**src/include/blc_pkg.sv**
```systemverilog
// constants, register map and types of the bitstream load controller
// assumes one 50 MHz clock, a serial read flash and a byte-wide config sram port
// Overview of operation
// - both boot modes copy the bitstream from flash to config sram at 2.500 MHz unless another rate is set.
// - device group 0 divides a 250 MHz source by an even 2..46, or by 100 for the default rate.
// - device group 1 divides a 240 MHz source by an even 2..96, 96 being the default.
// - device group 2 divides a 200 MHz source by an even 2..128, 80 being the default.
// - with completion bypass on, the completion pin stays driven low once loading completes.
// - with power-on clearing on, the first load after reset zeroes all config sram and holds used i/o weak-high before configuring.
// - wake-up mode 0 starts operation after loading whatever level the completion pin has.
// - wake-up mode 1 with the completion pin high starts operation right after loading.
// - wake-up mode 1 with the pin low stays dormant until the pin is released high and tck pulses arrive.
// - secure mode turns the jtag pins into gpio and allows only one programming.
// - the flash read starts at the configured start address, zero by default.
// - a user code taken from the bitstream is held for the programmer to compare, zero by default.
package blc_pkg;
  localparam logic [7:0] REG_CTRL = 8'h00;
  localparam logic [7:0] REG_DIV = 8'h04;
  localparam logic [7:0] REG_ADDR = 8'h08;
  localparam logic [7:0] REG_LEN = 8'h0C;
  localparam logic [7:0] REG_STATUS = 8'h10;
  localparam logic [7:0] REG_UCODE = 8'h14;
  // control register fields
  localparam int CTRL_START = 0;
  localparam int CTRL_MODE = 1;
  localparam int CTRL_GRP_LO = 2;
  localparam int CTRL_BYPASS = 4;
  localparam int CTRL_POR = 5;
  localparam int CTRL_WAKE = 6;
  localparam int CTRL_SECURE = 7;
  localparam logic [1:0] GRP_250 = 2'h0;
  localparam logic [1:0] GRP_240 = 2'h1;
  localparam logic [1:0] GRP_200 = 2'h2;
  localparam logic [7:0] DIV_MIN = 8'h02;
  localparam logic [7:0] DIV_MAX_250 = 8'h2E;
  localparam logic [7:0] DIV_MAX_240 = 8'h60;
  localparam logic [7:0] DIV_MAX_200 = 8'h80;
  localparam logic [7:0] DIV_DEF_250 = 8'h64;
  localparam logic [7:0] DIV_DEF_240 = 8'h60;
  localparam logic [7:0] DIV_DEF_200 = 8'h50;
  localparam logic [7:0] FLASH_READ_CMD = 8'h03;
  localparam logic [23:0] ADDR_RESET = 24'h000000;
  localparam logic [31:0] UCODE_RESET = 32'h00000000;
  localparam logic [5:0] CMD_BITS = 6'h20;
  localparam logic [5:0] BYTE_BITS = 6'h08;
  localparam logic [23:0] UCODE_BYTES = 24'h000004;
  localparam logic [15:0] CFG_WORDS = 16'h0400;
  localparam logic [2:0] WAKE_TCK_PULSES = 3'h4;
  typedef enum logic [2:0] {
    BLC_IDLE = 3'b000,
    BLC_CLEAR = 3'b001,
    BLC_CMD = 3'b010,
    BLC_DATA = 3'b011,
    BLC_FINISH = 3'b100,
    BLC_WAKE = 3'b101,
    BLC_RUN = 3'b110
  } blc_state_t;
endpackage

```
**src/verilog/blc_loader.sv**
```systemverilog
// bitstream load controller: flash to config sram copy, completion pin and wake-up
// assumes synchronous inputs, open-drain completion pin resolved outside, flash in read mode 0
//
// Design decisions made here: strobed register access and the placing of the registers.
`timescale 1ns/1ps
module blc_loader
  import blc_pkg::*;
(
  input wire logic clk,
  input wire logic sys_rst,
  input wire logic [7:0] reg_addr,
  input wire logic [31:0] reg_wdata,
  input wire logic reg_wr,
  input wire logic reg_rd,
  output logic [31:0] reg_rdata,
  output logic flash_sck,
  output logic flash_cs_n,
  output logic flash_mosi,
  input wire logic flash_miso,
  output logic cfg_wr,
  output logic [15:0] cfg_addr,
  output logic [7:0] cfg_data,
  input wire logic done_in,
  output logic done_out,
  output logic done_oe_n,
  input wire logic tck_in,
  output logic user_mode,
  output logic io_hold,
  output logic jtag_gpio,
  output logic busy
);
  typedef struct packed {
    blc_state_t st;
    logic [1:0] grp;
    logic boot_mode;
    logic bypass;
    logic por_en;
    logic wake_mode;
    logic secure_en;
    logic [7:0] div;
    logic [7:0] act_div;
    logic [6:0] half_cnt;
    logic [23:0] faddr;
    logic [23:0] flen;
    logic sck;
    logic cs_n;
    logic mosi;
    logic [31:0] sh_out;
    logic [7:0] sh_in;
    logic [5:0] bit_cnt;
    logic [23:0] byte_cnt;
    logic [15:0] cfg_addr;
    logic [7:0] cfg_data;
    logic cfg_wr;
    logic [31:0] ucode;
    logic cleared;
    logic io_hold;
    logic done_drive;
    logic done_lvl;
    logic loaded;
    logic awake;
    logic locked;
    logic refused;
    logic jtag_gpio;
    logic busy;
    logic tck_prev;
    logic first_wake;
    logic [2:0] tck_cnt;
    logic [31:0] rdata;
  } blc_reg_t;

  blc_reg_t r;
  blc_reg_t next_r;

  function automatic logic div_legal(input logic [1:0] g, input logic [7:0] d);
    logic [7:0] lim;
    lim = (g == GRP_240) ? DIV_MAX_240 : (g == GRP_200) ? DIV_MAX_200 : DIV_MAX_250;
    return !d[0] && d >= DIV_MIN && d <= lim;
  endfunction

  // zero or an illegal value for the group falls back to the 2.500 MHz divisor
  function automatic logic [7:0] div_eff(input logic [1:0] g, input logic [7:0] d);
    logic [7:0] def;
    def = (g == GRP_240) ? DIV_DEF_240 : (g == GRP_200) ? DIV_DEF_200 : DIV_DEF_250;
    return div_legal(g, d) ? d : def;
  endfunction

  logic idle;
  logic tick;
  logic [7:0] new_byte;
  assign idle = (r.st == BLC_IDLE) || (r.st == BLC_RUN);
  // half period in clk cycles; every divisor is even so both phases match
  assign tick = (r.half_cnt == (r.act_div[7:1] - 7'h01));
  assign new_byte = {r.sh_in[6:0], flash_miso};

  always_comb begin
    next_r = r;
    next_r.rdata = '0;
    next_r.cfg_wr = 1'b0;
    next_r.tck_prev = tck_in;
    // register writes
    if (reg_wr) begin
      case (reg_addr)
        REG_CTRL: begin
          // a start while dormant after a secure load is refused as well
          if (!idle && r.locked && reg_wdata[CTRL_START]) begin
            next_r.refused = 1'b1;
          end
          if (idle) begin
            next_r.boot_mode = reg_wdata[CTRL_MODE];
            next_r.grp = reg_wdata[CTRL_GRP_LO +: 2];
            next_r.bypass = reg_wdata[CTRL_BYPASS];
            next_r.por_en = reg_wdata[CTRL_POR];
            next_r.wake_mode = reg_wdata[CTRL_WAKE];
            next_r.secure_en = r.secure_en | reg_wdata[CTRL_SECURE];
            if (reg_wdata[CTRL_START]) begin
              if (r.locked) begin
                next_r.refused = 1'b1;
              end else begin
                next_r.act_div = div_eff(reg_wdata[CTRL_GRP_LO +: 2], r.div);
                next_r.half_cnt = '0;
                next_r.byte_cnt = '0;
                next_r.bit_cnt = '0;
                next_r.ucode = UCODE_RESET;
                next_r.loaded = 1'b0;
                next_r.awake = 1'b0;
                next_r.busy = 1'b1;
                next_r.done_drive = 1'b1;
                next_r.tck_cnt = '0;
                next_r.sh_out = {FLASH_READ_CMD, r.faddr};
                if (reg_wdata[CTRL_POR] && !r.cleared) begin
                  next_r.st = BLC_CLEAR;
                  next_r.io_hold = 1'b1;
                  next_r.cfg_addr = '0;
                end else begin
                  next_r.st = BLC_CMD;
                  next_r.cs_n = 1'b0;
                  next_r.mosi = FLASH_READ_CMD[7];
                end
              end
            end
          end
        end
        REG_DIV: begin
          // ignored mid-load and when neither zero nor a legal divisor for the group
          if (idle && (div_legal(r.grp, reg_wdata[7:0]) || reg_wdata[7:0] == 8'h00)) begin
            next_r.div = reg_wdata[7:0];
          end
        end
        REG_ADDR: begin
          if (idle) begin
            next_r.faddr = reg_wdata[23:0];
          end
        end
        REG_LEN: begin
          if (idle) begin
            next_r.flen = reg_wdata[23:0];
          end
        end
        default: begin
        end
      endcase
    end
    // register reads, valid the following cycle only
    if (reg_rd) begin
      case (reg_addr)
        REG_CTRL: next_r.rdata = {24'h000000, r.secure_en, r.wake_mode, r.por_en, r.bypass, r.grp,
                                  r.boot_mode, 1'b0};
        REG_DIV: next_r.rdata = {24'h000000, div_eff(r.grp, r.div)};
        REG_ADDR: next_r.rdata = {8'h00, r.faddr};
        REG_LEN: next_r.rdata = {8'h00, r.flen};
        REG_STATUS: next_r.rdata = {24'h000000, r.io_hold, r.refused, r.locked, r.awake, r.loaded,
                                    done_in, r.done_drive, r.busy};
        REG_UCODE: next_r.rdata = r.ucode;
        default: next_r.rdata = '0;
      endcase
    end
    // load sequencing
    case (r.st)
      BLC_IDLE: begin
      end
      BLC_CLEAR: begin
        // leave once the last word is out; one spare cycle, but no write past the array
        if (r.cfg_wr && r.cfg_addr == CFG_WORDS - 16'h0001) begin
          next_r.cleared = 1'b1;
          next_r.st = BLC_CMD;
          next_r.cs_n = 1'b0;
          next_r.mosi = FLASH_READ_CMD[7];
        end else begin
          next_r.cfg_wr = 1'b1;
          next_r.cfg_data = '0;
          next_r.cfg_addr = r.cfg_wr ? r.cfg_addr + 16'h0001 : 16'h0000;
        end
      end
      BLC_CMD, BLC_DATA: begin
        next_r.half_cnt = tick ? 7'h00 : r.half_cnt + 7'h01;
        if (tick) begin
          next_r.sck = ~r.sck;
          if (!r.sck) begin
            // rising edge: flash output sampled
            next_r.bit_cnt = r.bit_cnt + 6'h01;
            if (r.st == BLC_DATA) begin
              next_r.sh_in = new_byte;
              if (r.bit_cnt == BYTE_BITS - 6'h01) begin
                next_r.bit_cnt = '0;
                next_r.byte_cnt = r.byte_cnt + 24'h000001;
                if (r.byte_cnt < UCODE_BYTES) begin
                  next_r.ucode = {r.ucode[23:0], new_byte};
                end else begin
                  next_r.cfg_wr = 1'b1;
                  next_r.cfg_data = new_byte;
                  next_r.cfg_addr = 16'(r.byte_cnt - UCODE_BYTES);
                end
                if (r.byte_cnt + 24'h000001 == r.flen) begin
                  next_r.st = BLC_FINISH;
                end
              end
            end
          end else begin
            // falling edge: next command bit presented
            next_r.sh_out = {r.sh_out[30:0], 1'b0};
            next_r.mosi = r.sh_out[30];
            if (r.st == BLC_CMD && r.bit_cnt == CMD_BITS) begin
              next_r.bit_cnt = '0;
              next_r.mosi = 1'b0;
              if (r.flen == 24'h000000) begin
                next_r.st = BLC_FINISH;
              end else begin
                next_r.st = BLC_DATA;
              end
            end
          end
        end
      end
      BLC_FINISH: begin
        next_r.sck = 1'b0;
        next_r.cs_n = 1'b1;
        next_r.half_cnt = '0;
        next_r.loaded = 1'b1;
        next_r.busy = 1'b0;
        next_r.done_drive = r.bypass;
        if (r.secure_en) begin
          next_r.locked = 1'b1;
          next_r.jtag_gpio = 1'b1;
        end
        if (!r.wake_mode) begin
          next_r.st = BLC_RUN;
          next_r.awake = 1'b1;
          next_r.io_hold = 1'b0;
        end else begin
          // own drive still holds the pin here; its outside level shows one cycle later
          next_r.st = BLC_WAKE;
          next_r.first_wake = 1'b1;
        end
      end
      BLC_WAKE: begin
        // pin high at the first look wakes at once; otherwise release plus tck pulses
        next_r.first_wake = 1'b0;
        if (r.first_wake && done_in) begin
          next_r.st = BLC_RUN;
          next_r.awake = 1'b1;
          next_r.io_hold = 1'b0;
        end else if (!done_in) begin
          next_r.tck_cnt = '0;
        end else if (tck_in && !r.tck_prev) begin
          next_r.tck_cnt = r.tck_cnt + 3'h1;
          if (r.tck_cnt == WAKE_TCK_PULSES - 3'h1) begin
            next_r.st = BLC_RUN;
            next_r.awake = 1'b1;
            next_r.io_hold = 1'b0;
          end
        end
      end
      BLC_RUN: begin
      end
      default: begin
        next_r.st = BLC_IDLE;
      end
    endcase
  end

  always_ff @(posedge clk) begin
    if (sys_rst) begin
      r <= '0;
      r.st <= BLC_IDLE;
      r.cs_n <= 1'b1;
      r.faddr <= ADDR_RESET;
      r.ucode <= UCODE_RESET;
    end else begin
      r <= next_r;
    end
  end

  assign reg_rdata = r.rdata;
  assign flash_sck = r.sck;
  assign flash_cs_n = r.cs_n;
  assign flash_mosi = r.mosi;
  assign cfg_wr = r.cfg_wr;
  assign cfg_addr = r.cfg_addr;
  assign cfg_data = r.cfg_data;
  assign done_out = r.done_lvl;
  assign done_oe_n = ~r.done_drive;
  assign user_mode = r.awake;
  assign io_hold = r.io_hold;
  assign jtag_gpio = r.jtag_gpio;
  assign busy = r.busy;

  a_bypass_holds_low: assert property (@(posedge clk) disable iff (sys_rst)
    (r.st == BLC_FINISH && r.bypass) |=> !done_oe_n [*2])
    else $error("completion pin released under bypass");
  a_div_stable_busy: assert property (@(posedge clk) disable iff (sys_rst)
    (r.busy && $past(r.busy)) |-> $stable(r.act_div))
    else $error("divisor changed during load");
  a_sck_half_period: assert property (@(posedge clk) disable iff (sys_rst)
    ($changed(flash_sck) && !flash_cs_n && r.st != BLC_FINISH) |-> $past(r.half_cnt) == $past(r.act_div[7:1]) - 7'h01)
    else $error("load clock phase not half the divisor");
  a_default_rate_grp0: assert property (@(posedge clk) disable iff (sys_rst)
    (reg_wr && reg_addr == REG_CTRL && reg_wdata[CTRL_START] && idle && !r.locked
     && reg_wdata[CTRL_GRP_LO +: 2] == GRP_250 && r.div == 8'h00) |=> r.act_div == DIV_DEF_250)
    else $error("default divisor not applied");
  a_mode0_runs: assert property (@(posedge clk) disable iff (sys_rst)
    (r.st == BLC_FINISH && !r.wake_mode) |=> (user_mode && r.st == BLC_RUN))
    else $error("mode 0 did not start");
  a_mode1_high_runs: assert property (@(posedge clk) disable iff (sys_rst)
    (r.st == BLC_WAKE && r.first_wake && done_in) |=> user_mode)
    else $error("mode 1 with pin high did not start");
  a_mode1_low_sleeps: assert property (@(posedge clk) disable iff (sys_rst)
    (r.st == BLC_WAKE && r.first_wake && !done_in) |=> !user_mode ##1 !user_mode)
    else $error("mode 1 with pin low woke early");
  a_secure_refuse: assert property (@(posedge clk) disable iff (sys_rst)
    (r.locked && reg_wr && reg_addr == REG_CTRL && reg_wdata[CTRL_START]) |=> (r.refused && !busy && jtag_gpio))
    else $error("second programming accepted");
  a_clear_zeroes: assert property (@(posedge clk) disable iff (sys_rst)
    ($past(r.st) == BLC_CLEAR && r.cfg_wr) |-> (cfg_data == 8'h00 && io_hold))
    else $error("clearing wrote nonzero data");
  a_cmd_address: assert property (@(posedge clk) disable iff (sys_rst)
    (r.st == BLC_CMD && $past(r.st) != BLC_CMD && r.bit_cnt == 6'h00) |-> r.sh_out == {FLASH_READ_CMD, r.faddr})
    else $error("flash read not aimed at start address");
  a_run_io_free: assert property (@(posedge clk) disable iff (sys_rst)
    (r.st == BLC_RUN) |-> !io_hold)
    else $error("i/o still held in operation");
  a_clear_in_range: assert property (@(posedge clk) disable iff (sys_rst)
    ($past(r.st) == BLC_CLEAR && cfg_wr) |-> cfg_addr < CFG_WORDS)
    else $error("clearing ran past the config sram");
endmodule

```
**config.mk**
```make
export PLATFORM = sky130hd
export DESIGN_NAME = blc_loader
export DESIGN_NICKNAME = d
export VERILOG_FILES = /design/src/include/blc_pkg.sv /design/src/verilog/blc_loader.sv
export SDC_FILE = /design/constraint.sdc
export NUM_CORES = 1
export LEC_CHECK = 0
export BUFFER_PORTS_ARGS = -buffer_cell sky130_fd_sc_hd__buf_2
export CORE_MARGIN = 1.5
export CORE_UTILIZATION = 35
export CTS_CLUSTER_SIZE = 12
export DETAILED_ROUTE_END_ITERATION = 10
export GPL_TIMING_DRIVEN = 0
export PLACE_DENSITY_LB_ADDON = 0.08
export SYNTH_ARGS = -nofsm -noshare
export SYNTH_HDL_FRONTEND = slang
export SYNTH_SLANG_ARGS = --single-unit
```
**constraint.sdc**
```tcl
create_clock -name clk -period 9 [get_ports clk]
set_clock_uncertainty 0.15 [all_clocks]
set_input_delay 0.9 -clock clk [delete_from_list [all_inputs] [get_ports clk]]
set_output_delay 0.9 -clock clk [all_outputs]
set_load 0.01 [all_outputs]
```
After elaboration in Yosys (flattened, before gate mapping)
Cells that the tools add are included.
Widths: inputs -> output; s select.
Word-level totals
  word-level logic and storage cells: 257
  flip-flop bits (word level): 256
  output and inout port bits: 66
Cells by class
  mux-type cells: 121
  bitwise operators: 5
  reduce and logical (&&, ||, !) cells: 53
  eq/ne operators: 30
  add/subtract/negate cells: 7
  order comparisons: 6
Operators with widths (count)
  $mux 46: 5
  $mux 32: 7
  $pmux 32 s6: 1
  $mux 34: 5
  $mux 81: 2
  $mux 128: 1
  $mux 24: 4
  $mux 95: 1
  $mux 87: 1
  $mux 8: 9
  $mux 70: 1
  $mux 3: 23
  $mux 15: 4
  $mux 25: 2
  $pmux 25 s2: 1
  $mux 6: 6
  $mux 33: 1
  $mux 16: 2
  $mux 2: 14
  $add 24x1->24 const B: 1
  $eq 24x24->1: 1
  $le 8x8->1: 3
  $logic_not 24->1: 1
  $lt 24x3->1 const B: 1
  43 further kinds: 125

Depth between registers and ports, before layout
  depth in word-level cells: 17
  gate-level depth with buffers: 13
  depth with buffers taken out: 12

Worst setup path before layout
Ideal clock, no wire load.
  kind: input to register
  start: input port reg_addr[0]
  end: register r (netlist bit cfg_addr[10])
  cell stages on the path: 10
  slack: 5.418 ns
  required time: 8.722 ns
  data arrival time: 3.305 ns
  cells stage by stage: or4_4 > or4_4 > or4_1 > or2_1 > buf_2 > buf_2 > nand2_1 > o21ai_1 > a221oi_1 > nor2_1
Between the ends
  cells in the longest elaborated chain, start to end: 9
Ends and longest elaborated chain
  start, declared: line blc_loader.sv:11  | input wire logic [7:0] reg_addr,
  $logic_not 8->1 *: line blc_loader.sv:103  | case (reg_addr)
  $mux 46 *: line blc_loader.sv:103
  $mux 46 *: line blc_loader.sv:102  | if (reg_wr) begin
  $mux 25: line blc_loader.sv:207  | if (r.byte_cnt < UCODE_BYTES) begin
  $mux 87: line blc_loader.sv:204  | if (r.bit_cnt == BYTE_BITS - 6'h01) begin
  $mux 95: line blc_loader.sv:202  | if (r.st == BLC_DATA) begin
  $mux 81: line blc_loader.sv:199  | if (!r.sck) begin
  $mux 128: line blc_loader.sv:197  | if (tick) begin
  $pmux 25 s2 *: line blc_loader.sv:179  | case (r.st)
  end signal, assigned: line blc_loader.sv:290  | r <= next_r;
  end, declared: line blc_loader.sv:72  | blc_reg_t r;
Mark *: on every way between the ends. The rest lies on a longest branch, timed or not. The select of a mux whose other input is x is not followed.
A chain may end at the register's enable or synchronous reset.

Final worst setup path
  start: register r[104] (netlist bit)
  end: register r[257] (netlist bit)
Between the ends
  cells in the longest elaborated chain, start to end: 8
Ends and longest elaborated chain
  $add 24x1->24: line blc_loader.sv:214  | if (r.byte_cnt + 24'h000001 == r.flen) begin
  $eq 24x24->1: line blc_loader.sv:214
  $mux 3: line blc_loader.sv:214
  $mux 3: line blc_loader.sv:204
  $mux 3: line blc_loader.sv:202
  $mux 3: line blc_loader.sv:199
  $mux 3: line blc_loader.sv:197
  $pmux 3 s5: line blc_loader.sv:179
No other way between the ends.

==> qor.txt <==
Worst path max stage delay: 0.87 ns
Root Driver: clkbuf_16
Seq/Total Area, Yosys: 38.2%
Critical-path top delay cell: nor4_1
Number of max-cap violations: 0
Die Y: 198 um
Synth Area in Adders: 3.28%
CTS tree: yes
DP HPWL: 37100 um
Dpl cells: 2338
Worst vdd ir: 165 uV
Commonest cells after routing, fill and taps aside: nand2_1, dfxtp_1, a21oi_1
Crit path launch type: register
Drt first pass iters: 9
Final setup viols: 0
Max frequency: 247 MHz
Post-CTS resize count: 0
Placement Setup Slack: 4.66 ns
Worst Tran Pin Value: 1.11 ns
Max_slew headroom: 25.8%
# hold bufs at CTS: 0
#FFs+latches synth: 253
Num rows: 71
Worst-Skew Late Latency: 0.57 ns
Final core utilization: 41.2%
Antenna diodes: 0
# port buffers: 103
Die Wd: 198 um
Via density: 5.54
Core ar.: 0.0375 mm2
FILL cells: 4025
Remaining global-route overflow: 0
Crit path cell chain: ha_1 > clkbuf_1 > nand4_1 > nor4_1 > nand4_1 > xnor2_1 > a2111oi_0 > and4_1 > a21oi_1 > a211oi_1
Largest family of logic cells by synthesized area: simple AND/OR/NAND/NOR gates
Mux cell area share after synthesis: 1.60%
Most common cell after layout, fill and taps aside: nand2_1
Pwr Total: 2.44 mW
Worst Path Required: 9.34 ns
Total clock buffers created by CTS: 29
Critical path type: register to register
Final worst path period need: 4.05 ns
Post-layout net count: 1939
Clk sinks: 253
IO Count: 113
Routability cong.: 0.905
Worst-path clk slew: 0.06 ns
CP arrival: 4.39 ns
Mapped Area: 0.0133 mm2
Aggregate routed wire length: 49100 um
RSZ-0062 raised after global routing: false
Metal-1 WL: 22900 um
Period Utilization, post-route: 45.0%
Post-CTS setup buffer count: 0
Pin count of the biggest net entering global routing: 16
Top_reg_cell synth: dfxtp_1
DR top layer: met4
Setup ws final: 4.95 ns
Leak: 5.83 nW
Worst path most repeated cell: nand4_1
Synth Area in XOR/XNOR: 3.56%
GRT Util Overall: 25.0%
Syn Nets: 1805
Layout Cells excl Fill: 2391
Layout cell share with drive strength beyond 1: 12.9%
Vias in the first global route: 12400
Post-Synth Simple-Gate Area: 26.4%
Synthesis-to-finish area growth: 16.3%
PD cells: 158 mW/mm2
Post-Syn Instances: 1724
Via count: 13200
1st-iter DRT viols: 1210
Initial core utilization: 35.4%
Outcome: finished clean
Complex-gate fraction of the synthesized area: 19.3%
Yosys warnings: 0
Met2 WL: 21900 um
H-tree levels: 1
DR WL met3: 2860 um
DR WL/cell: 20.5 um
Post-synthesis cell type count: 76
Crit path max fanout: 9
Mean Syn Cell Area: 7.70 um2
Residual DRC: 0
Max-slew violation count: 0
Die ar.: 0.0391 mm2
Initial antenna violation count: 0
Fin. Hold Viols: 0
Worst Setup End Kind: register
Setup TNS Final: 0 ns
Remaining antenna violation count: 0
FFs w/ async S/R, synth: 0%
Clock buffer depth: 3
Number of synthesized flops with an enable pin: 0
Worst hold path class: register to register
First-pass GRT wire length: 75100 um
through the flow:
step                      area [um2]  hold slack, ns
after floorplan                13300           0.279
after global placement         14400           0.294
after detailed placement       14400           0.297
after CTS                      15400           0.307
after global routing           15400           0.331
final                          15400           0.306
final cells by class:
| type | count | area (um2) | share of cell area, % |
|---|---|---|---|
| Buffer | 171 | 878 | 5.69 |
| Clock buffer | 42 | 855 | 5.54 |
| Multi-Input combinational cell | 1262 | 7180 | 46.6 |
| Timing Repair Buffer | 103 | 515 | 3.34 |
| Inverter | 38 | 143 | 0.924 |
| Sequential cell | 253 | 5060 | 32.8 |
| Tap cell | 511 | 639 | 4.14 |
| Clock inverter | 11 | 151 | 0.981 |
cell families after synthesis:
group | after synthesis
DFF | 253
muxes | 20
other | 1
and+or+nand+nor | 740
xor gates and xnor gates | 54
buffers and inverters | 209
AOI/OAI and AO/OA | 412
adders and majority gates | 35
cells in the mapped netlist, types with 10 or more instances:
library cell / n / area (um2)
a211oi_1: 13 / 97.6
a21oi_1: 186 / 931
a222oi_1: 22 / 220
a22oi_1: 15 / 113
a311oi_1: 25 / 219
a31oi_1: 14 / 87.6
and2_1: 23 / 144
and3_1: 23 / 144
buf_4: 59 / 443
clkbuf_1: 102 / 383
dfxtp_1: 253 / 5060
ha_1: 34 / 425
inv_1: 38 / 143
mux2_2: 10 / 113
mux2i_1: 10 / 100
nand2_1: 263 / 987
nand2b_1: 11 / 68.8
nand3_1: 84 / 420
nand4_1: 23 / 144
nor2_1: 161 / 604
nor2b_1: 23 / 144
nor3_1: 39 / 195
nor3b_1: 10 / 75.1
nor4_1: 21 / 131
o21ai_0: 72 / 360
o22ai_1: 12 / 75.1
or3_1: 19 / 119
xnor2_1: 27 / 236
xor2_1: 27 / 236
flip-flops by register name (all words and copies together) (netlist names), 7 cells and up:
name / cells
r: 182
reg_rdata: 32
new_byte: 7
cfg_data: 8
cfg_addr: 16
power by group:
group          internal, mW  total, mW  leakage [nW]  switching, mW
combinational        0.0187     0.0736          3.29         0.0549
clock                 0.745       1.25         0.497          0.504
sequential             1.12       1.12          2.04       0.000672
total                  1.88       2.44          5.83          0.559
worst paths after layout:
path,from,endpoint,slack [ns],cells past startpoint
hold / removal,r[73],reg_rdata[26],0.31,1
hold reg to reg,r[73],reg_rdata[26],0.31,1
setup / recovery,r[104],r[257],4.95,10
setup reg to reg,r[104],r[257],4.95,10
routing by layer:
| metal | global-route usage (%) | vias to the layer above |
|---|---|---|
| met3 | 3.42 | 84 |
| li1 | - | 6314 |
| met4 | 8.28 | 0 |
| met2 | 39.6 | 437 |
| met1 | 35.0 | 6400 |
| met5 | 0 | - |
worst max-delay path, delay by kind of cell, from the launching register on:
| family | cells | cell delay, ns |
|---|---|---|
| xor+xnor | 1 | 0.21 |
| compound gates | 3 | 0.70 |
| buf+inv | 1 | 0.30 |
| flops | 1 | 0.50 |
| simple gates | 4 | 1.91 |
| fa+ha+maj | 1 | 0.20 |
(Power assumes the default switching activity.)
